File: src/verilog/timer_params.svh
// addresses, fields and prescale counts of the triple timer/counter
// assumes inclusion by bare name from the package and the design module
`ifndef TIMER_PARAMS_SVH
`define TIMER_PARAMS_SVH

// register addresses
`define ADDR_MODE_CONTROL    8'h00
`define ADDR_RUN_FLAGS       8'h01
`define ADDR_CLOCK_RATE      8'h02
`define ADDR_TIMER0_LOW      8'h03
`define ADDR_TIMER0_HIGH     8'h04
`define ADDR_TIMER1_LOW      8'h05
`define ADDR_TIMER1_HIGH     8'h06
`define ADDR_TIMER2_CONTROL  8'h07
`define ADDR_TIMER2_CAP_LOW  8'h08
`define ADDR_TIMER2_CAP_HIGH 8'h09
`define ADDR_TIMER2_LOW      8'h0A
`define ADDR_TIMER2_HIGH     8'h0B

// timer01_mode_control fields
`define MODE_GATE1           7
`define MODE_SOURCE1         6
`define MODE_FIELD1_HIGH     5
`define MODE_FIELD1_LOW      4
`define MODE_GATE0           3
`define MODE_SOURCE0         2
`define MODE_FIELD0_HIGH     1
`define MODE_FIELD0_LOW      0

// timer01_run_flags_control fields
`define RUN_TIMER1_OVERFLOW  7
`define RUN_TIMER1_RUN       6
`define RUN_TIMER0_OVERFLOW  5
`define RUN_TIMER0_RUN       4
`define RUN_EXT1_DETECT      3
`define RUN_EXT1_TYPE        2
`define RUN_EXT0_DETECT      1
`define RUN_EXT0_TYPE        0

// clock_rate_control fields
`define RATE_TIMER0          3
`define RATE_TIMER1          4
`define RATE_TIMER2          5

// timer2_control fields
`define T2_OVERFLOW_FLAG     7
`define T2_EXTERNAL_FLAG     6
`define T2_RX_CLOCK_SELECT   5
`define T2_TX_CLOCK_SELECT   4
`define T2_TRIGGER_ENABLE    3
`define T2_RUN               2
`define T2_SOURCE_SELECT     1
`define T2_CAPTURE_SELECT    0

// prescaler runs 0..11; ticks every 12th, 4th, 2nd clock
`define PRESCALE_TOP         4'hB
`define PRESCALE_FAST_MASK   2'h3
`define RESET_BYTE           8'h00

`endif

File: src/verilog/timer_pkg.sv
// types of the triple timer/counter
// assumes timer_params.svh on the include path
`include "timer_params.svh"

package timer_pkg;

    typedef enum logic [1:0] {
        MODE_13BIT  = 2'h0,
        MODE_16BIT  = 2'h1,
        MODE_RELOAD = 2'h2,
        MODE_SPLIT  = 2'h3
    } timer_mode_type;

    typedef struct packed {
        logic timer0_event_pin;
        logic timer1_event_pin;
        logic timer2_event_pin;
        logic timer2_trigger_pin;
        logic ext_irq_pin_zero;
        logic ext_irq_pin_one;
    } pins_type;

    typedef struct packed {
        logic timer0;
        logic timer1;
        logic ext0;
        logic ext1;
    } ack_type;

    typedef struct packed {
        logic timer0;
        logic timer1;
        logic ext0;
        logic ext1;
        logic timer2;
    } irq_req_type;

    typedef struct packed {
        logic rx_clock;
        logic tx_clock;
    } baud_type;

    typedef struct packed {
        logic [7:0] low;
        logic [7:0] high;
        logic       overflow;
    } step_type;

endpackage : timer_pkg

File: src/verilog/triple_timer_counter.sv
// three timer/counters with external interrupt detection, on a byte-wide register port
// assumes one-cycle vector acks from the cpu core and asynchronous pins
`timescale 1ns/100ps
`include "timer_params.svh"

module triple_timer_counter (
    input  wire logic                core_clk,
    input  wire logic                resetn,
    input  wire logic [7:0]          sfr_addr,
    input  wire logic                sfr_write,
    input  wire logic [7:0]          sfr_wdata,
    output logic      [7:0]          sfr_rdata,
    input  wire timer_pkg::pins_type pins,
    input  wire timer_pkg::ack_type  vector_ack,
    output timer_pkg::irq_req_type   irq_req,
    output timer_pkg::baud_type      baud_clock,
    output logic                     timer2_overflow_pulse
);

    ////
    // registers

    logic [7:0] timer01_mode_control;
    logic [7:0] timer01_run_flags_control;
    logic [7:0] clock_rate_control;
    logic [7:0] timer0_count_low;
    logic [7:0] timer0_count_high;
    logic [7:0] timer1_count_low;
    logic [7:0] timer1_count_high;
    logic [7:0] timer2_control;
    logic [7:0] timer2_capture_reload_low;
    logic [7:0] timer2_capture_reload_high;
    logic [7:0] timer2_count_low;
    logic [7:0] timer2_count_high;
    logic [7:0] next_run_flags;
    logic [7:0] next_timer2_control;

    ////
    // pin synchronisers and edge detection

    timer_pkg::pins_type pin_meta;
    timer_pkg::pins_type pin_sync;
    timer_pkg::pins_type pin_prev;
    timer_pkg::pins_type pin_fall;

    always_ff @(posedge core_clk or negedge resetn) begin
        if (!resetn) begin
            pin_meta <= '1;
            pin_sync <= '1;
            pin_prev <= '1;
        end else begin
            pin_meta <= pins;
            pin_sync <= pin_meta;
            pin_prev <= pin_sync;
        end
    end

    assign pin_fall = pin_prev & ~pin_sync;

    ////
    // shared prescaler

    logic [3:0] prescale;
    logic       tick12;
    logic       tick4;
    logic       tick2;

    always_ff @(posedge core_clk or negedge resetn) begin
        if (!resetn) begin
            prescale <= 4'h0;
        end else if (prescale == `PRESCALE_TOP) begin
            prescale <= 4'h0;
        end else begin
            prescale <= prescale + 4'h1;
        end
    end

    // one free-running count keeps all three rates phase-aligned
    assign tick12 = (prescale == `PRESCALE_TOP);
    assign tick4  = (prescale[1:0] == `PRESCALE_FAST_MASK);
    assign tick2  = prescale[0];

    ////
    // timers 0 and 1

    function automatic timer_pkg::step_type step(
        input timer_pkg::timer_mode_type mode,
        input logic [7:0]                lo,
        input logic [7:0]                hi,
        input logic                      inc
    );
        timer_pkg::step_type r;
        logic [12:0]         c13;
        logic [15:0]         c16;
        r.low      = lo;
        r.high     = hi;
        r.overflow = 1'b0;
        c13        = {hi, lo[4:0]} + 13'h1;
        c16        = {hi, lo} + 16'h1;
        if (inc) begin
            unique case (mode)
                timer_pkg::MODE_13BIT: begin
                    r.low[4:0] = c13[4:0];
                    r.high     = c13[12:5];
                    r.overflow = (c13 == 13'h0000);
                end
                timer_pkg::MODE_16BIT: begin
                    r.low      = c16[7:0];
                    r.high     = c16[15:8];
                    r.overflow = (c16 == 16'h0000);
                end
                timer_pkg::MODE_RELOAD: begin
                    r.overflow = (lo == 8'hFF);
                    r.low      = r.overflow ? hi : lo + 8'h01;
                end
                timer_pkg::MODE_SPLIT: begin
                    r.overflow = (lo == 8'hFF);
                    r.low      = lo + 8'h01;
                end
            endcase
        end
        return r;
    endfunction : step

    timer_pkg::timer_mode_type timer0_mode;
    timer_pkg::timer_mode_type timer1_mode;
    logic                      timer0_split;
    logic                      timer0_gate;
    logic                      timer1_gate;
    logic                      timer0_slow;
    logic                      timer1_slow;
    logic                      timer0_inc;
    logic                      timer1_inc;
    logic                      timer0_high_inc;
    logic                      timer0_high_overflow;
    timer_pkg::step_type       timer0_step;
    timer_pkg::step_type       timer1_step;

    assign timer0_mode  = timer_pkg::timer_mode_type'(timer01_mode_control[`MODE_FIELD0_HIGH:`MODE_FIELD0_LOW]);
    assign timer1_mode  = timer_pkg::timer_mode_type'(timer01_mode_control[`MODE_FIELD1_HIGH:`MODE_FIELD1_LOW]);
    assign timer0_split = (timer0_mode == timer_pkg::MODE_SPLIT);

    assign timer0_gate = timer01_run_flags_control[`RUN_TIMER0_RUN]
                       & (~timer01_mode_control[`MODE_GATE0] | pin_sync.ext_irq_pin_zero);
    assign timer1_gate = timer01_run_flags_control[`RUN_TIMER1_RUN]
                       & (~timer01_mode_control[`MODE_GATE1] | pin_sync.ext_irq_pin_one);

    assign timer0_slow = clock_rate_control[`RATE_TIMER0] ? tick4 : tick12;
    assign timer1_slow = clock_rate_control[`RATE_TIMER1] ? tick4 : tick12;

    assign timer0_inc = timer0_gate
                      & (timer01_mode_control[`MODE_SOURCE0] ? pin_fall.timer0_event_pin : timer0_slow);
    // a timer 1 set to split mode itself stops and holds
    assign timer1_inc = timer1_gate & (timer1_mode != timer_pkg::MODE_SPLIT)
                      & (timer01_mode_control[`MODE_SOURCE1] ? pin_fall.timer1_event_pin : timer1_slow);

    // split mode high byte: divided clock only, timer 1 run bit
    assign timer0_high_inc      = timer0_split & timer01_run_flags_control[`RUN_TIMER1_RUN] & timer0_slow;
    assign timer0_high_overflow = timer0_high_inc & (timer0_count_high == 8'hFF);

    assign timer0_step = step(timer0_mode, timer0_count_low, timer0_count_high, timer0_inc);
    assign timer1_step = step(timer1_mode, timer1_count_low, timer1_count_high, timer1_inc);

    always_ff @(posedge core_clk or negedge resetn) begin
        if (!resetn) begin
            timer0_count_low  <= `RESET_BYTE;
            timer0_count_high <= `RESET_BYTE;
        end else begin
            if (sfr_write && sfr_addr == `ADDR_TIMER0_LOW) begin
                timer0_count_low <= sfr_wdata;
            end else begin
                timer0_count_low <= timer0_step.low;
            end
            if (sfr_write && sfr_addr == `ADDR_TIMER0_HIGH) begin
                timer0_count_high <= sfr_wdata;
            end else if (timer0_split) begin
                timer0_count_high <= timer0_count_high + {7'h00, timer0_high_inc};
            end else begin
                timer0_count_high <= timer0_step.high;
            end
        end
    end

    always_ff @(posedge core_clk or negedge resetn) begin
        if (!resetn) begin
            timer1_count_low  <= `RESET_BYTE;
            timer1_count_high <= `RESET_BYTE;
        end else begin
            if (sfr_write && sfr_addr == `ADDR_TIMER1_LOW) begin
                timer1_count_low <= sfr_wdata;
            end else begin
                timer1_count_low <= timer1_step.low;
            end
            if (sfr_write && sfr_addr == `ADDR_TIMER1_HIGH) begin
                timer1_count_high <= sfr_wdata;
            end else begin
                timer1_count_high <= timer1_step.high;
            end
        end
    end

    ////
    // run and flag register; hardware sets win over acks and writes

    logic ext0_event;
    logic ext1_event;

    assign ext0_event = timer01_run_flags_control[`RUN_EXT0_TYPE]
                      ? pin_fall.ext_irq_pin_zero : ~pin_sync.ext_irq_pin_zero;
    assign ext1_event = timer01_run_flags_control[`RUN_EXT1_TYPE]
                      ? pin_fall.ext_irq_pin_one : ~pin_sync.ext_irq_pin_one;

    always_comb begin
        next_run_flags = timer01_run_flags_control;
        if (sfr_write && sfr_addr == `ADDR_RUN_FLAGS) begin
            next_run_flags = sfr_wdata;
        end
        if (vector_ack.timer0) begin
            next_run_flags[`RUN_TIMER0_OVERFLOW] = 1'b0;
        end
        if (vector_ack.timer1) begin
            next_run_flags[`RUN_TIMER1_OVERFLOW] = 1'b0;
        end
        if (vector_ack.ext0) begin
            next_run_flags[`RUN_EXT0_DETECT] = 1'b0;
        end
        if (vector_ack.ext1) begin
            next_run_flags[`RUN_EXT1_DETECT] = 1'b0;
        end
        if (timer0_step.overflow) begin
            next_run_flags[`RUN_TIMER0_OVERFLOW] = 1'b1;
        end
        // in split mode the timer 1 flag belongs to the timer 0 high byte
        if (timer0_split ? timer0_high_overflow : timer1_step.overflow) begin
            next_run_flags[`RUN_TIMER1_OVERFLOW] = 1'b1;
        end
        if (ext0_event) begin
            next_run_flags[`RUN_EXT0_DETECT] = 1'b1;
        end
        if (ext1_event) begin
            next_run_flags[`RUN_EXT1_DETECT] = 1'b1;
        end
    end

    always_ff @(posedge core_clk or negedge resetn) begin
        if (!resetn) begin
            timer01_run_flags_control <= `RESET_BYTE;
        end else begin
            timer01_run_flags_control <= next_run_flags;
        end
    end

    ////
    // mode and rate registers

    always_ff @(posedge core_clk or negedge resetn) begin
        if (!resetn) begin
            timer01_mode_control <= `RESET_BYTE;
            clock_rate_control   <= `RESET_BYTE;
        end else if (sfr_write) begin
            if (sfr_addr == `ADDR_MODE_CONTROL) begin
                timer01_mode_control <= sfr_wdata;
            end
            if (sfr_addr == `ADDR_CLOCK_RATE) begin
                clock_rate_control <= sfr_wdata;
            end
        end
    end

    ////
    // timer 2

    logic        timer2_baud;
    logic        timer2_capture_mode;
    logic        timer2_source;
    logic        timer2_inc;
    logic        timer2_overflow;
    logic        timer2_trigger;
    logic        timer2_reload;
    logic [15:0] timer2_count;
    logic [15:0] timer2_next_count;

    assign timer2_count        = {timer2_count_high, timer2_count_low};
    assign timer2_baud         = timer2_control[`T2_RX_CLOCK_SELECT] | timer2_control[`T2_TX_CLOCK_SELECT];
    assign timer2_capture_mode = timer2_control[`T2_CAPTURE_SELECT] & ~timer2_baud;

    assign timer2_source = timer2_control[`T2_SOURCE_SELECT] ? pin_fall.timer2_event_pin
                         : timer2_baud ? tick2
                         : clock_rate_control[`RATE_TIMER2] ? tick4 : tick12;
    assign timer2_inc      = timer2_control[`T2_RUN] & timer2_source;
    assign timer2_overflow = timer2_inc & (timer2_count == 16'hFFFF);
    assign timer2_trigger  = timer2_control[`T2_TRIGGER_ENABLE] & pin_fall.timer2_trigger_pin;
    assign timer2_reload   = ~timer2_capture_mode & (timer2_overflow | (timer2_trigger & ~timer2_baud));

    always_comb begin
        if (timer2_reload) begin
            timer2_next_count = {timer2_capture_reload_high, timer2_capture_reload_low};
        end else begin
            timer2_next_count = timer2_count + {15'h0000, timer2_inc};
        end
    end

    always_ff @(posedge core_clk or negedge resetn) begin
        if (!resetn) begin
            timer2_count_low  <= `RESET_BYTE;
            timer2_count_high <= `RESET_BYTE;
        end else begin
            if (sfr_write && sfr_addr == `ADDR_TIMER2_LOW) begin
                timer2_count_low <= sfr_wdata;
            end else begin
                timer2_count_low <= timer2_next_count[7:0];
            end
            if (sfr_write && sfr_addr == `ADDR_TIMER2_HIGH) begin
                timer2_count_high <= sfr_wdata;
            end else begin
                timer2_count_high <= timer2_next_count[15:8];
            end
        end
    end

    // capture takes the count as it stood before this cycle's increment
    always_ff @(posedge core_clk or negedge resetn) begin
        if (!resetn) begin
            timer2_capture_reload_low  <= `RESET_BYTE;
            timer2_capture_reload_high <= `RESET_BYTE;
        end else begin
            if (sfr_write && sfr_addr == `ADDR_TIMER2_CAP_LOW) begin
                timer2_capture_reload_low <= sfr_wdata;
            end else if (timer2_capture_mode && timer2_trigger) begin
                timer2_capture_reload_low <= timer2_count_low;
            end
            if (sfr_write && sfr_addr == `ADDR_TIMER2_CAP_HIGH) begin
                timer2_capture_reload_high <= sfr_wdata;
            end else if (timer2_capture_mode && timer2_trigger) begin
                timer2_capture_reload_high <= timer2_count_high;
            end
        end
    end

    always_comb begin
        next_timer2_control = timer2_control;
        if (sfr_write && sfr_addr == `ADDR_TIMER2_CONTROL) begin
            next_timer2_control = sfr_wdata;
        end
        if (timer2_overflow && !timer2_baud) begin
            next_timer2_control[`T2_OVERFLOW_FLAG] = 1'b1;
        end
        if (timer2_trigger) begin
            next_timer2_control[`T2_EXTERNAL_FLAG] = 1'b1;
        end
    end

    always_ff @(posedge core_clk or negedge resetn) begin
        if (!resetn) begin
            timer2_control <= `RESET_BYTE;
        end else begin
            timer2_control <= next_timer2_control;
        end
    end

    ////
    // serial clocks and overflow pulse

    always_ff @(posedge core_clk or negedge resetn) begin
        if (!resetn) begin
            baud_clock            <= '0;
            timer2_overflow_pulse <= 1'b0;
        end else begin
            // timer 1 keeps feeding the serial port even while timer 0 is split
            baud_clock.rx_clock   <= timer2_control[`T2_RX_CLOCK_SELECT] ? timer2_overflow
                                                                         : timer1_step.overflow;
            baud_clock.tx_clock   <= timer2_control[`T2_TX_CLOCK_SELECT] ? timer2_overflow
                                                                         : timer1_step.overflow;
            timer2_overflow_pulse <= timer2_overflow & ~timer2_baud;
        end
    end

    assign irq_req.timer0 = timer01_run_flags_control[`RUN_TIMER0_OVERFLOW];
    assign irq_req.timer1 = timer01_run_flags_control[`RUN_TIMER1_OVERFLOW];
    assign irq_req.ext0   = timer01_run_flags_control[`RUN_EXT0_DETECT];
    assign irq_req.ext1   = timer01_run_flags_control[`RUN_EXT1_DETECT];
    // a software write of either flag raises the request too
    assign irq_req.timer2 = timer2_control[`T2_OVERFLOW_FLAG] | timer2_control[`T2_EXTERNAL_FLAG];

    ////
    // read port, one cycle latency

    always_ff @(posedge core_clk or negedge resetn) begin
        if (!resetn) begin
            sfr_rdata <= `RESET_BYTE;
        end else begin
            unique case (sfr_addr)
                `ADDR_MODE_CONTROL:    sfr_rdata <= timer01_mode_control;
                `ADDR_RUN_FLAGS:       sfr_rdata <= timer01_run_flags_control;
                `ADDR_CLOCK_RATE:      sfr_rdata <= clock_rate_control;
                `ADDR_TIMER0_LOW:      sfr_rdata <= timer0_count_low;
                `ADDR_TIMER0_HIGH:     sfr_rdata <= timer0_count_high;
                `ADDR_TIMER1_LOW:      sfr_rdata <= timer1_count_low;
                `ADDR_TIMER1_HIGH:     sfr_rdata <= timer1_count_high;
                `ADDR_TIMER2_CONTROL:  sfr_rdata <= timer2_control;
                `ADDR_TIMER2_CAP_LOW:  sfr_rdata <= timer2_capture_reload_low;
                `ADDR_TIMER2_CAP_HIGH: sfr_rdata <= timer2_capture_reload_high;
                `ADDR_TIMER2_LOW:      sfr_rdata <= timer2_count_low;
                `ADDR_TIMER2_HIGH:     sfr_rdata <= timer2_count_high;
                default:               sfr_rdata <= `RESET_BYTE;
            endcase
        end
    end

endmodule : triple_timer_counter

File: config.mk
export PLATFORM = sky130hd
export DESIGN_NAME = triple_timer_counter
export DESIGN_NICKNAME = d
export VERILOG_FILES = /design/src/verilog/timer_pkg.sv /design/src/verilog/triple_timer_counter.sv
export VERILOG_INCLUDE_DIRS = /design/src /design/src/verilog
export SDC_FILE = /design/constraint.sdc
export NUM_CORES = 1
export LEC_CHECK = 0
export BUFFER_PORTS_ARGS = -buffer_cell sky130_fd_sc_hd__buf_4
export CAP_MARGIN = 15
export CORE_AREA = 2 2 126 128
export DETAILED_ROUTE_END_ITERATION = 12
export DIE_AREA = 0 0 128 130
export GPL_TIMING_DRIVEN = 1
export PLACE_DENSITY = 0.71
export RECOVER_POWER = 25
export SYNTH_ARGS = -nofsm -noshare
export SYNTH_HDL_FRONTEND = slang
export SYNTH_SLANG_ARGS = --single-unit
File: constraint.sdc
create_clock -name core_clk -period 2.9 [get_ports core_clk]
set_input_delay 0.145 -clock core_clk [delete_from_list [all_inputs] [get_ports core_clk]]
set_output_delay 0.145 -clock core_clk [all_outputs]
set_load 0.02 [all_outputs]
; Yosys cells after proc, flatten, opt, wreduce, memory -nomap -nowiden
; Index checks and enable logic that the tools add are counted.
[op_classes]
addsub = 9
eq_ne = 24
n_mux = 50
n_bitwise = 28
reduce_logical = 44
[op_table]
columns = cell, n
row1 = $mux W8, 15
row2 = $pmux W8 S12, 1
row3 = $pmux W5 S4, 2
row4 = $mux W17, 2
row5 = $add A16 B1 Y16 const B, 2
row6 = $eq A8 B3 Y1 const B, 4
row7 = $eq A8 B4 Y1 const B, 4
row8 = $logic_not A16 Y1, 2
row9 = $pmux W8 S2, 2
row10 = $add A13 B1 Y13 const B, 2
row11 = $logic_not A13 Y1, 2
row12 = $eq A8 B8 Y1 const B, 3
row13 = $mux W1, 22
row14 = $pmux W3 S3, 2
row15 = $reduce_bool A3 Y1, 6
row16 = $add A16 B1 Y16, 1
row17 = $add A8 B1 Y8 const B, 2
row18 = $eq A16 B16 Y1 const B, 1
row19 = $eq A8 B2 Y1 const B, 2
row20 = $mux W16, 1
row21 = $and A1 B1 Y1, 15
row22 = $reduce_bool A2 Y1, 7
row23 = $logic_and A1 B1 Y1, 12
row24 = $reduce_and A2 Y1, 6
row25 = other kinds (18), 37
[totals]
regBits = 129
output_inout_bits = 16
word_cells = 198

; Depth between registers and ports, before layout
; Gate-level depths: netlist of the first run.
[depth]
word_depth = 10
mapped_depth = 12
mapped_depth_nobuf = 12

; Worst setup path after synthesis of the first run
; Ideal clock, no wire load.
[synth_path]
kind = register to register
start = reg timer1_count_low[0]
end = reg baud_clock[0] (netlist bit)
setup_ps = 95
t_arrival_ps = 2341
t_required_ps = 2805
path_slack_ps = 463
stages_incl_launch_ff = 8
n_path_buf = 0
synth_period_minus_slack_ps = 2437
path_cell_list = dfrtp_1 ha_1 or2_2 a211oi_1 o21ai_0 o31a_1 or4_4 o31ai_1
[synth_via]
elab_chain_len = 5
elab_cells_between_ends = 8
cone_classes = add/sub: 2 / eq/ne: 1 / mux: 3 / reduce/logical: 2
[synth_rtl]
columns = item, line
row1 = start: declaration, triple_timer_counter.sv:28  ; logic [7:0] timer1_count_low;
row2 = start signal: assignment, triple_timer_counter.sv:186  ; timer1_count_low <= `RESET_BYTE;
row3 = start signal: assignment, triple_timer_counter.sv:190  ; timer1_count_low <= sfr_wdata;
row4 = start signal: assignment, triple_timer_counter.sv:192  ; timer1_count_low <= timer1_step.low;
row5 = $add A16 B1 Y16 or $add A13 B1 Y13 (tied branches), "triple_timer_counter.sv:99, triple_timer_counter.sv:98"
row6 = $logic_not A16 Y1 or $logic_not A13 Y1 (tied branches), "triple_timer_counter.sv:110, triple_timer_counter.sv:105"
row7 = $pmux W1 S3 *, triple_timer_counter.sv:101  ; unique case (mode)
row8 = $mux W17 *, triple_timer_counter.sv:100  ; if (inc) begin
row9 = $mux W1 *, triple_timer_counter.sv:372  ; baud_clock.tx_clock <= timer2_control[`T2_TX_CLOCK_SELECT] ? timer2_overflow
row10 = end: declaration, triple_timer_counter.sv:16  ; output timer_pkg::baud_type baud_clock,
; Every way passes the cells marked *; elsewhere a longest branch is shown, timed or not. The select of a mux whose other input is x is not followed.
; A chain may end at the register's enable or synchronous reset.

; Worst setup path in the final report of the first run
; Ends and elaborated chain as after synthesis.

==> results of run 1 <==
placed cells by master (no fill, tap or decap), drive strengths merged, types with 26 or more instances in the layout:
master,count
nand2,100
mux2i,54
a21oi,65
xnor2,26
nor2,74
nand3,48
o21ai,66
inv,28
buf,65
dfrtp,111
worst max-delay path, delay by kind of cell (launching register included):
kind / cells / cell delay (ps)
fa+ha+maj: 1 / 320
simple gates: 2 / 850
compound gates: 4 / 940
flops: 1 / 460
logic make-up (layout without fill, tap and decap cells):
| family | after synthesis | after routing | share of synthesized area |
|---|---|---|---|
| AOI/OAI and AO/OA | 251 | 251 | 0.1969 |
| xor gates and xnor gates | 44 | 44 | 0.04694 |
| buffers and inverters | 99 | 132 | 0.05075 |
| DFF | 129 | 129 | 0.3959 |
| adders and majority gates | 13 | 13 | 0.01981 |
| and+or+nand+nor | 321 | 321 | 0.1868 |
| muxes | 79 | 79 | 0.1029 |
synthesized netlist by cell type, types with 12 or more instances:
library cell,number,share of area
and3_1,15,0.011
nand3_1,47,0.029
mux2_2,23,0.032
dfstp_2,18,0.058
o21ai_0,65,0.040
nand2_1,100,0.046
clkbuf_1,60,0.027
a221oi_1,12,0.013
nand4_1,15,0.011
mux2i_1,54,0.066
ha_1,13,0.020
dfrtp_1,111,0.34
nor3_1,20,0.012
xnor2_1,26,0.028
a21oi_1,65,0.040
xor2_1,18,0.019
inv_1,18,0.0082
nor2_1,74,0.034
cell type report:
type	instances	share of cell area
Inverter	18	0.007230
Clock buffer	18	0.04820
Clock inverter	14	0.01459
Timing Repair Buffer	82	0.06828
Tap cell	192	0.02571
Multi-Input combinational cell	708	0.4882
Sequential cell	129	0.3478
report_power, final:
part / leakage, nW / total [W] / switching, W / internal [W]
clock network: 0.288 / 0.00212 / 0.000933 / 0.00119
registers: 1.45 / 0.00232 / 0.000339 / 0.00198
logic: 2.07 / 0.00134 / 0.000783 / 0.000559
total: 3.81 / 0.00578 / 0.00206 / 0.00373
repair_timing:
item	4_1_cts	5_1_grt
hold buffers	10	0
hold endpoints to repair	89	0
resized for setup	0	5
endpoints found under the setup margin	0	4
routing by layer:
metal	vias up	global-route usage
met5	-	0
met4	0	0.1571
met3	71	0.05576
li1	3425	-
met2	387	0.4700
met1	3562	0.4355
how the worst min path moves through the flow:
stage / startpoint / endpoint / depth (start not counted)
after floorplan: resetn / baud_clock[0]$_DFF_PN0_ / 0
after global placement: pins[2] / pin_meta[2]$_DFF_PN1_ / 1
after detailed placement: pins[3] / pin_meta[3]$_DFF_PN1_ / 1
after CTS: sfr_wdata[0] / timer2_count_low[0]$_DFF_PN0_ / 3
after global routing: sfr_wdata[0] / timer2_count_high[0]$_DFF_PN0_ / 3
final: sfr_wdata[0] / timer2_count_low[0]$_DFF_PN0_ / 3
per-stage QoR:
| stage | power (W) | utilization | setup slack [ps] | cells | instance area, sq um |
|---|---|---|---|---|---|
| global placement | 0.003613 | 0.5609 | 338.8 | 1119 | 8652 |
| CTS | 0.005766 | 0.6055 | 199.7 | 1161 | 9339 |
| detailed placement | 0.003630 | 0.5609 | 271.6 | 1119 | 8652 |
| global route | 0.006029 | 0.6059 | 21.72 | 1161 | 9345 |
| floorplan | 0.003188 | - | 463.2 | 936 | 8210 |
| finish | 0.005785 | 0.6059 | 235.7 | 1161 | 9345 |
==> run summary, run 1 <==
Routed met2 length = 11.35 mm
Initial antenna violation count = 0
Synth unique cells = 68
RSZ-0062 raised after global routing = no
Arr. time, crit path = 2990 ps
EDFF count, synth = 0
Post-Syn Instances = 936
Period utilization = 0.9187
Synthesized net count = 978
Total negative slack = 0 ps
Fmax = 375.3 MHz
Crit path kind = reg -> reg
H-tree depth = 4
CTS Root Cell = clkbuf_16
Total track usage = 0.3120
#FFs+latches synth = 129
Power Density = 619.0 nW/um^2
Setup bufs post-CTS = 0
Clk sinks = 129
Multi-input logic area = 4562 sq um
Area Overhead vs Synth = 13.82%
Layout Skew = 8.339 ps
# port buffers = 44
Outcome = finished with violations
Reg2Reg Depth = 7
Die X = 128 microns
CTS Buf Count = 17
Worst-margin pin slew = 2343 ps
Share of cells above drive strength 1 = 0.1610
Post-layout nets = 998
Crit-path max cell delay = 550 ps
Fill cells = 1,323
Crit Path Max Fanout = 8
Inserted Diodes = 0
TritonCTS clock tree = built
Reg2Reg Launch Point = timer1_count_low[0]$_DFFE_PN0P_
Routed wl met3 = 1.836 mm
Failing checks = max-capacitance violations, max-slew violations
First-pass GRT wire length = 39.47 mm
Row cnt = 46
GPL Wtd Cong = 0.9274
Final Hold Fails = 0
Setup crit end = baud_clock[0]$_DFF_PN0_
Register-to-register setup slack = 240 ps
DR vias = 7,445
Remaining DRCs = 0
Final Max Slew Viols = 96
Netlist Area Pre-Place = 8210 sq um
Worst path slowest cell = or4_4
HPWL Detailed = 17.36 mm
Largest net degree at the start of global routing = 96
Final hold slack = 55.99 ps
CP Launch Point = timer1_count_low[0]$_DFFE_PN0P_
Top sig layer = met4
Vias in the first global route = 6,943
Clock latency on the worst-skew pair = 430 ps
Initial Util = 0.5323
Initial DRT Pass Iterations = 5
Syn_area_per_cell = 8.772 sq um
Class of the worst hold path = in -> reg
Clock transition at the registers of the reported paths = 60 ps
Slew HR = -0.5622
Leakage = 3.809 nW
Ys Warns = 0
CTS max path bufs = 2
Worst vdd ir = 0.4382 mV
Gr ovfl total = 0
Tmin final = 2664 ps
Max-capacitance violation count = 1
Routed len/inst = 21.78 microns
Final WL = 25.29 mm
Worst Setup Start Kind = register
Antenna Nets Post-Route = 0
Crit-path cells = ha_1, or2_2, a211oi_1, o21ai_0, o31a_1, or4_4, o31ai_1
Worst Path Required = 3230 ps
Initial DRC count = 823
Die area = 16,640 sq um
# setup viols final = 0
IO Pins = 45
CORE AREA = 15,420 sq um
Wl on met1 = 10.98 mm
Top FF cell, synth = dfrtp_1
Synth async-reset ratio = 1.000
DIE HEIGHT = 130 microns
CP Capture Type = register
End of the worst register-to-register path = baud_clock[0]$_DFF_PN0_
Register area share after synthesis = 0.3959
FF+latch area = 3251 sq um
Vias/cell = 6.413
No activity file was read; power rests on OpenSTA's default activity.
==> run 2, diff against run 1 <==
Clock period 2.9 ns to 2.54 ns, I/O delays scaled along.
==> run 2 against run 1 <==
The flow now finishes without violations. Sequential power up 12%. Final cell count grew 2.6%. Wire length decreased by 0.47%. Critical path depth stayed put. Final area up 2.7%. Clock skew is 0.98 ps lower. Sequential cell count unchanged. Combinational power increased by 26%. Sequential share of layout area decreased by 0.92 points. Hold slack got worse by 10 ps. Total power rose by 15%.
==> run summary, run 2 (same netlist as run 1, synthesis figures left out) <==
Worst path slowest cell = or4_4 (unchanged)
IO Pins = 45 (unchanged)
Met2 Use GR = 0.4835 (was 0.4700)
Post-layout nets = 1,028 (was 998)
Antenna Nets Post-Route = 0 (unchanged)
Final hold slack = 45.97 ps (was 55.99 ps)
CTS Buf Count = 17 (unchanged)
HPWL Detailed = 17.64 mm (was 17.36 mm)
Final WL = 25.17 mm (was 25.29 mm)
Period utilization = 0.9757 (was 0.9187)
Max-capacitance violation count = 0 (was 1)
Most common cell after layout, fill and taps aside = dfrtp_1 (unchanged)
First-pass GRT wire length = 39.52 mm (was 39.47 mm)
Worst vdd ir = 0.5149 mV (was 0.4382 mV)
Layout Skew = 7.359 ps (was 8.339 ps)
Worst Path Buf+Inv = 0 (unchanged)
# setup viols final = 0 (unchanged)
Initial DRC count = 996 (was 823)
Initial Util = 0.5323 (unchanged)
Crit path kind = reg -> reg (unchanged)
Vias in the first global route = 7,059 (was 6,943)
Logic pwr share = 0.253 (was 0.232)
Class of the worst hold path = in -> reg (unchanged)
Crit-path max cell delay = 570 ps (was 550 ps)
Crit-path cells = ha_1, or2_2, a211oi_2, o21ai_1, o31a_1, or4_4, o31ai_2 (was ha_1, or2_2, a211oi_1, o21ai_0, o31a_1, or4_4, o31ai_1)
Initial DRT Pass Iterations = 5 (unchanged)
Clock latency on the worst-skew pair = 430 ps (about the same)
Share of cells above drive strength 1 = 0.1872 (was 0.1610)
Multi-input logic area = 4583 sq um (was 4562 sq um)
Outcome = complete, no violations (was finished with violations)
TritonCTS clock tree = built (unchanged)
Psw = 0.002304 W (was 0.002055 W)
Remaining DRCs = 0 (unchanged)
Slack of the critical path = 61.73 ps (was 235.7 ps)
Fill cells = 1,286 (was 1,323)
Internal power = 0.004376 W (was 0.003730 W)
Clk sinks = 129 (unchanged)
Worst-margin pin slew = 1468 ps (was 2343 ps)
Cell family with most CP delay = compound AO/OA/AOI/OAI gates (unchanged)
Final Hold Fails = 0 (unchanged)
CTS max path bufs = 2 (unchanged)
Die area = 16,640 sq um (unchanged)
Placed Area = 8895 sq um (was 8652 sq um)
Die X = 128 microns (unchanged)
DR vias = 7,715 (was 7,445)
Most Crowded Layer GR = met2 (unchanged)
Routed len/inst = 21.14 microns (was 21.78 microns)
M3 GR Usage = 0.06396 (was 0.05576)
Crit Path Max Fanout = 4 (was 8)
Design area = 9600 sq um (was 9345 sq um)
Reg power frac = 0.388 (was 0.401)
Inserted Diodes = 0 (unchanged)
Clock transition at the registers of the reported paths = 60 ps (about the same)
CTS Root Cell = clkbuf_16 (unchanged)
Post-layout util = 0.6224 (was 0.6059)
Area Overhead vs Synth = 16.93% (was 13.82%)
H-tree depth = 4 (unchanged)
Power Density = 695.7 nW/um^2 (was 619.0 nW/um^2)
Tmin final = 2478 ps (was 2664 ps)
Arr. time, crit path = 2810 ps (was 2990 ps)
# port buffers = 44 (unchanged)
Global Route met1 Usage = 0.4355 (about the same)
Fmax = 403.5 MHz (was 375.3 MHz)
FF+latch area = 3251 sq um (unchanged)
Initial antenna violation count = 0 (unchanged)
Slew HR = 0.02142 (was -0.5622)
Worst Setup Start Kind = register (unchanged)
Clock Power Share = 0.360 (was 0.367)
GPL Wtd Cong = 0.9551 (was 0.9274)
Setup slack after placement = -18.68 ps (was 271.6 ps)
Worst Path Required = 2870 ps (was 3230 ps)
Row cnt = 46 (unchanged)
Total track usage = 0.3117 (was 0.3120)
Vias/cell = 6.478 (was 6.413)
Leading cell types in the layout, fill and taps excluded = dfrtp_1 (111), nand2_1 (100), buf_4 (93) (was dfrtp_1 (111), nand2_1 (100), nor2_1 (71))
Largest net degree at the start of global routing = 57 (was 96)
CORE AREA = 15,420 sq um (unchanged)
Gr ovfl total = 0 (unchanged)
Leakage = 3.956 nW (was 3.809 nW)
DIE HEIGHT = 130 microns (unchanged)
Final Max Slew Viols = 0 (was 96)
CP Capture Type = register (unchanged)
Switching share of total power = 0.3449 (was 0.3553)
==> run 2: per-layer routing <==
metal  part of all wire  vias to the layer above
met3              0.087                       81
met2               0.45                      405
met4              0.036                        0
li1                   -                     3498
met1               0.42                     3731
met5                  0                        -
==> run 2: worst paths after layout <==
| path | startpoint | to | slack [ps] | depth (start not counted) |
|---|---|---|---|---|
| setup / recovery | timer1_count_low[0]$_DFFE_PN0P_ | baud_clock[1]$_DFF_PN0_ | 60 | 7 |
| hold / removal | sfr_wdata[0] | timer1_count_low[0]$_DFFE_PN0P_ | 50 | 3 |
| setup reg to reg | timer1_count_low[0]$_DFFE_PN0P_ | baud_clock[1]$_DFF_PN0_ | 60 | 7 |
| hold reg to reg | pin_meta[5]$_DFF_PN1_ | pin_sync[5]$_DFF_PN1_ | 350 | 0 |
| max in group asynchronous | resetn | pin_prev[3]$_DFF_PN1_ | 850 | 3 |
| min in group asynchronous | resetn | timer2_capture_reload_high[4]$_DFFE_PN0P_ | 580 | 2 |
==> run 2: area by class of cell <==
cell class | count | area share
clock inverter | 12 | 0.01290
sequential | 129 | 0.3386
clock buffer | 20 | 0.04653
multi-input combinational | 708 | 0.4774
tap | 192 | 0.02502
inverter | 18 | 0.007038
timing repair buffer | 112 | 0.09253
==> run 2: power groups by stage <==
stage | Clock, W | Combinational, W | Sequential, W
after floorplan | 0 | 0.00119 | 0.00245
after global placement | 0 | 0.00160 | 0.00260
after detailed placement | 0 | 0.00161 | 0.00261
after CTS | 0.00241 | 0.00164 | 0.00257
after global routing | 0.00250 | 0.00185 | 0.00261
final | 0.00240 | 0.00169 | 0.00259
==> run 2: worst min-delay path: stages <==
cell,delay (ps)
buf_4,170
nand2_1,60
o21ai_0,60
==> run 2: timing repair <==
item	in CTS	in global routing
hold endpoints to repair	59	0
hold buffers	10	0
pin swaps	0	1
buffers inserted	0	1
setup endpoints to repair	1	10
resized for setup	1	9
==> run 2: metrics by stage <==
| stage | std cells | TNS (ps) | total power [W] |
|---|---|---|---|
| after floorplan | 936 | 0 | 0.003640 |
| after global placement | 1148 | 0 | 0.004202 |
| after detailed placement | 1148 | -18.68 | 0.004223 |
| after CTS | 1190 | 0 | 0.006617 |
| after global routing | 1191 | -5.898 | 0.006960 |
| final | 1191 | 0 | 0.006679 |
==> run 3, diff against run 2 <==
Settings changed: CORE_AREA 2 2 126 128 to 2 2 147 149, DIE_AREA 0 0 128 130 to 0 0 149 151, MAX_ROUTING_LAYER set to met4, PLACE_DENSITY 0.71 to 0.54.
==> run 3 against run 2 <==
The run now ends with max-capacitance violations, max-slew violations left. Total power grew 3.3%. Die area grew 35%. Utilization shrank 15 points. Via count shrank 2.6%. Sequential cell count is the same. Non-clock buffer count grew 20. Critical path type unchanged. Sequential share of layout area shrank 0.94 points. Critical endpoint is now baud_clock[0]$_DFF_PN0_.
==> run summary, run 3 (same netlist as run 1, synthesis figures left out) <==
Outcome = finished with violations (was complete, no violations)
Failing checks = max-capacitance violations, max-slew violations
# port buffers = 44 (unchanged)
First-pass GRT wire length = 42.61 mm (was 39.52 mm)
Worst Path Buf+Inv = 0 (unchanged)
DR vias = 7,514 (was 7,715)
Setup slack after placement = 35.20 ps (was -18.68 ps)
Fmax = 409.1 MHz (was 403.5 MHz)
Fill cells = 2,050 (was 1,286)
Final hold slack = 39.04 ps (was 45.97 ps)
Routed len/inst = 21.16 microns (was 21.14 microns)
Crit-path cells = ha_1, or2_2, a211oi_2, o21ai_0, o31a_1, or4_4, o31ai_1 (was ha_1, or2_2, a211oi_2, o21ai_1, o31a_1, or4_4, o31ai_2)
Crit. path cell count = 7 (unchanged)
Most common cell after layout, fill and taps aside = buf_4 (was dfrtp_1)
Placed Area = 9144 sq um (was 8895 sq um)
Vias in the first global route = 7,315 (was 7,059)
Share of cells above drive strength 1 = 0.2031 (was 0.1872)
CORE AREA = 20,820 sq um (was 15,420 sq um)
Power Density = 698.5 nW/um^2 (was 695.7 nW/um^2)
FF+latch area = 3251 sq um (unchanged)
Crit Path Max Fanout = 6 (was 4)
Inserted Diodes = 0 (unchanged)
Antenna Nets Post-Route = 0 (unchanged)
GPL Wtd Cong = 0.9621 (was 0.9551)
Remaining DRCs = 0 (unchanged)
Gr ovfl total = 0 (unchanged)
CTS Root Cell = clkbuf_16 (unchanged)
CP Capture Type = register (unchanged)
Cell family with most CP delay = simple AND/OR/NAND/NOR gates (was compound AO/OA/AOI/OAI gates)
CTS max path bufs = 2 (unchanged)
Area Overhead vs Synth = 20.25% (was 16.93%)
Top sig layer = met4 (unchanged)
Multi-input logic area = 4573 sq um (was 4583 sq um)
Clock latency on the worst-skew pair = 430 ps (about the same)
Leakage = 4.059 nW (was 3.956 nW)
IO Pins = 45 (unchanged)
Setup crit end = baud_clock[0]$_DFF_PN0_ (was baud_clock[1]$_DFF_PN0_)
Reg2Reg Launch Point = timer1_count_low[0]$_DFFE_PN0P_ (unchanged)
Period utilization = 0.9624 (was 0.9757)
Layout Skew = 15.73 ps (was 7.359 ps)
CTS Buf Count = 17 (unchanged)
Routed met2 length = 12.60 mm (was 11.39 mm)
Worst Path Required = 2870 ps (about the same)
Max-capacitance violation count = 1 (was 0)
Reg2Reg Depth = 7 (unchanged)
Worst-margin pin slew = 1943 ps (was 1468 ps)
Largest net degree at the start of global routing = 75 (was 57)
Die X = 149 microns (was 128 microns)
Total negative slack = 0 ps (unchanged)
Initial Util = 0.3943 (was 0.5323)
Final Hold Fails = 0 (unchanged)
Crit-path max cell delay = 550 ps (was 570 ps)
Design area = 9873 sq um (was 9600 sq um)
Vias/cell = 5.807 (was 6.478)
Post-layout util = 0.4742 (was 0.6224)
DIE HEIGHT = 151 microns (was 130 microns)
Final Max Slew Viols = 75 (was 0)
Worst Setup Start Kind = register (unchanged)
Arr. time, crit path = 2770 ps (was 2810 ps)
# setup viols final = 0 (unchanged)
Post-layout nets = 1,048 (was 1,028)
Total track usage = 0.2595 (was 0.3117)
Worst vdd ir = 0.3880 mV (was 0.5149 mV)
TritonCTS clock tree = built (unchanged)
Worst path slowest cell = or4_4 (unchanged)
Clock transition at the registers of the reported paths = 70 ps (was 60 ps)
Slew HR = -0.2953 (was 0.02142)
End of the worst register-to-register path = baud_clock[0]$_DFF_PN0_ (was baud_clock[1]$_DFF_PN0_)
Clk sinks = 129 (unchanged)
Routed wl met3 = 1.868 mm (was 2.193 mm)
Row cnt = 53 (was 46)
HPWL Detailed = 19.75 mm (was 17.64 mm)
CP Launch Point = timer1_count_low[0]$_DFFE_PN0P_ (unchanged)
Final WL = 27.39 mm (was 25.17 mm)
Tmin final = 2444 ps (was 2478 ps)
Initial DRT Pass Iterations = 5 (unchanged)
Initial DRC count = 647 (was 996)
Crit path kind = reg -> reg (unchanged)
Initial antenna violation count = 0 (unchanged)
Slack of the critical path = 95.59 ps (was 61.73 ps)
H-tree depth = 4 (unchanged)
Die area = 22,500 sq um (was 16,640 sq um)
Leading cell types in the layout, fill and taps excluded = buf_4 (114), dfrtp_1 (111), nand2_1 (100) (was dfrtp_1 (111), nand2_1 (100), buf_4 (93))
Register-to-register setup slack = 100 ps (was 60 ps)
Class of the worst hold path = in -> reg (unchanged)
Wl on met1 = 12.17 mm (was 10.69 mm)
-- run 3: cell count changes in the layout (fill, tap and decap cells not counted), moves of 2 or more --
cell      delta
clkbuf_1     -2
clkinv_8     +3
o31ai_2      -2
clkinv_4     -2
buf_4       +21
inv_8        +4
o31ai_1      +2
-- run 3: repair_timing --
item,CTS,global route
hold buffers,10,0
buffers inserted,0,0
endpoints found under the hold margin,60,0
endpoints found under the setup margin,0,11
resized for setup,0,7
-- run 3: per-stage QoR --
| stage | instances | power [W] |
|---|---|---|
| final | 1294 | 0.006896 |
| after global placement | 1252 | 0.004343 |
| after global routing | 1294 | 0.007235 |
| after detailed placement | 1252 | 0.004351 |
| after floorplan | 936 | 0.003640 |
| after CTS | 1294 | 0.006912 |
-- run 3: worst register-to-register path, stage by stage, from the launching register on --
cell and delay (ps):
dfrtp_1 380, ha_1 260, or2_2 300, a211oi_2 240, o21ai_0 110, o31a_1 300, or4_4 550, o31ai_1 200
-- run 3: layer usage --
| layer | global-route usage | up-vias |
|---|---|---|
| met5 | - | - |
| met4 | 0.09667 | 0 |
| met3 | 0.03524 | 46 |
| met2 | 0.4018 | 327 |
| met1 | 0.3488 | 3598 |
| li1 | - | 3543 |
-- run 3: how the worst min path moves through the flow --
stage	startpoint	end	slack, ps	depth (start not counted)
2_1_floorplan	resetn	baud_clock[0]$_DFF_PN0_	-170	0
4_1_cts	sfr_wdata[0]	timer2_count_low[0]$_DFF_PN0_	30	3
3_3_place_gp	resetn	timer01_run_flags_control[5]$_DFFE_PN0P_	200	1
3_5_place_dp	resetn	timer0_count_low[2]$_DFFE_PN0P_	220	1
5_1_grt	sfr_wdata[0]	timer2_count_low[0]$_DFF_PN0_	40	3
6_report	sfr_wdata[0]	timer2_count_low[0]$_DFF_PN0_	40	3
-- run 3: cell type report --
cell class | count | share of cell area
multi-input cells | 708 | 0.4632
flip-flops and latches | 129 | 0.3292
repair buffers | 132 | 0.1039
clock buffers | 17 | 0.04309
well taps | 275 | 0.03485
clock inverters | 15 | 0.01888
inverters | 18 | 0.006843
-- run 3: power breakdown --
group / total (W) / internal (W) / switching (W)
clock network: 0.00254 / 0.00142 / 0.00112
registers: 0.00253 / 0.00226 / 0.000265
logic: 0.00183 / 0.000771 / 0.00106
total: 0.00690 / 0.00445 / 0.00245
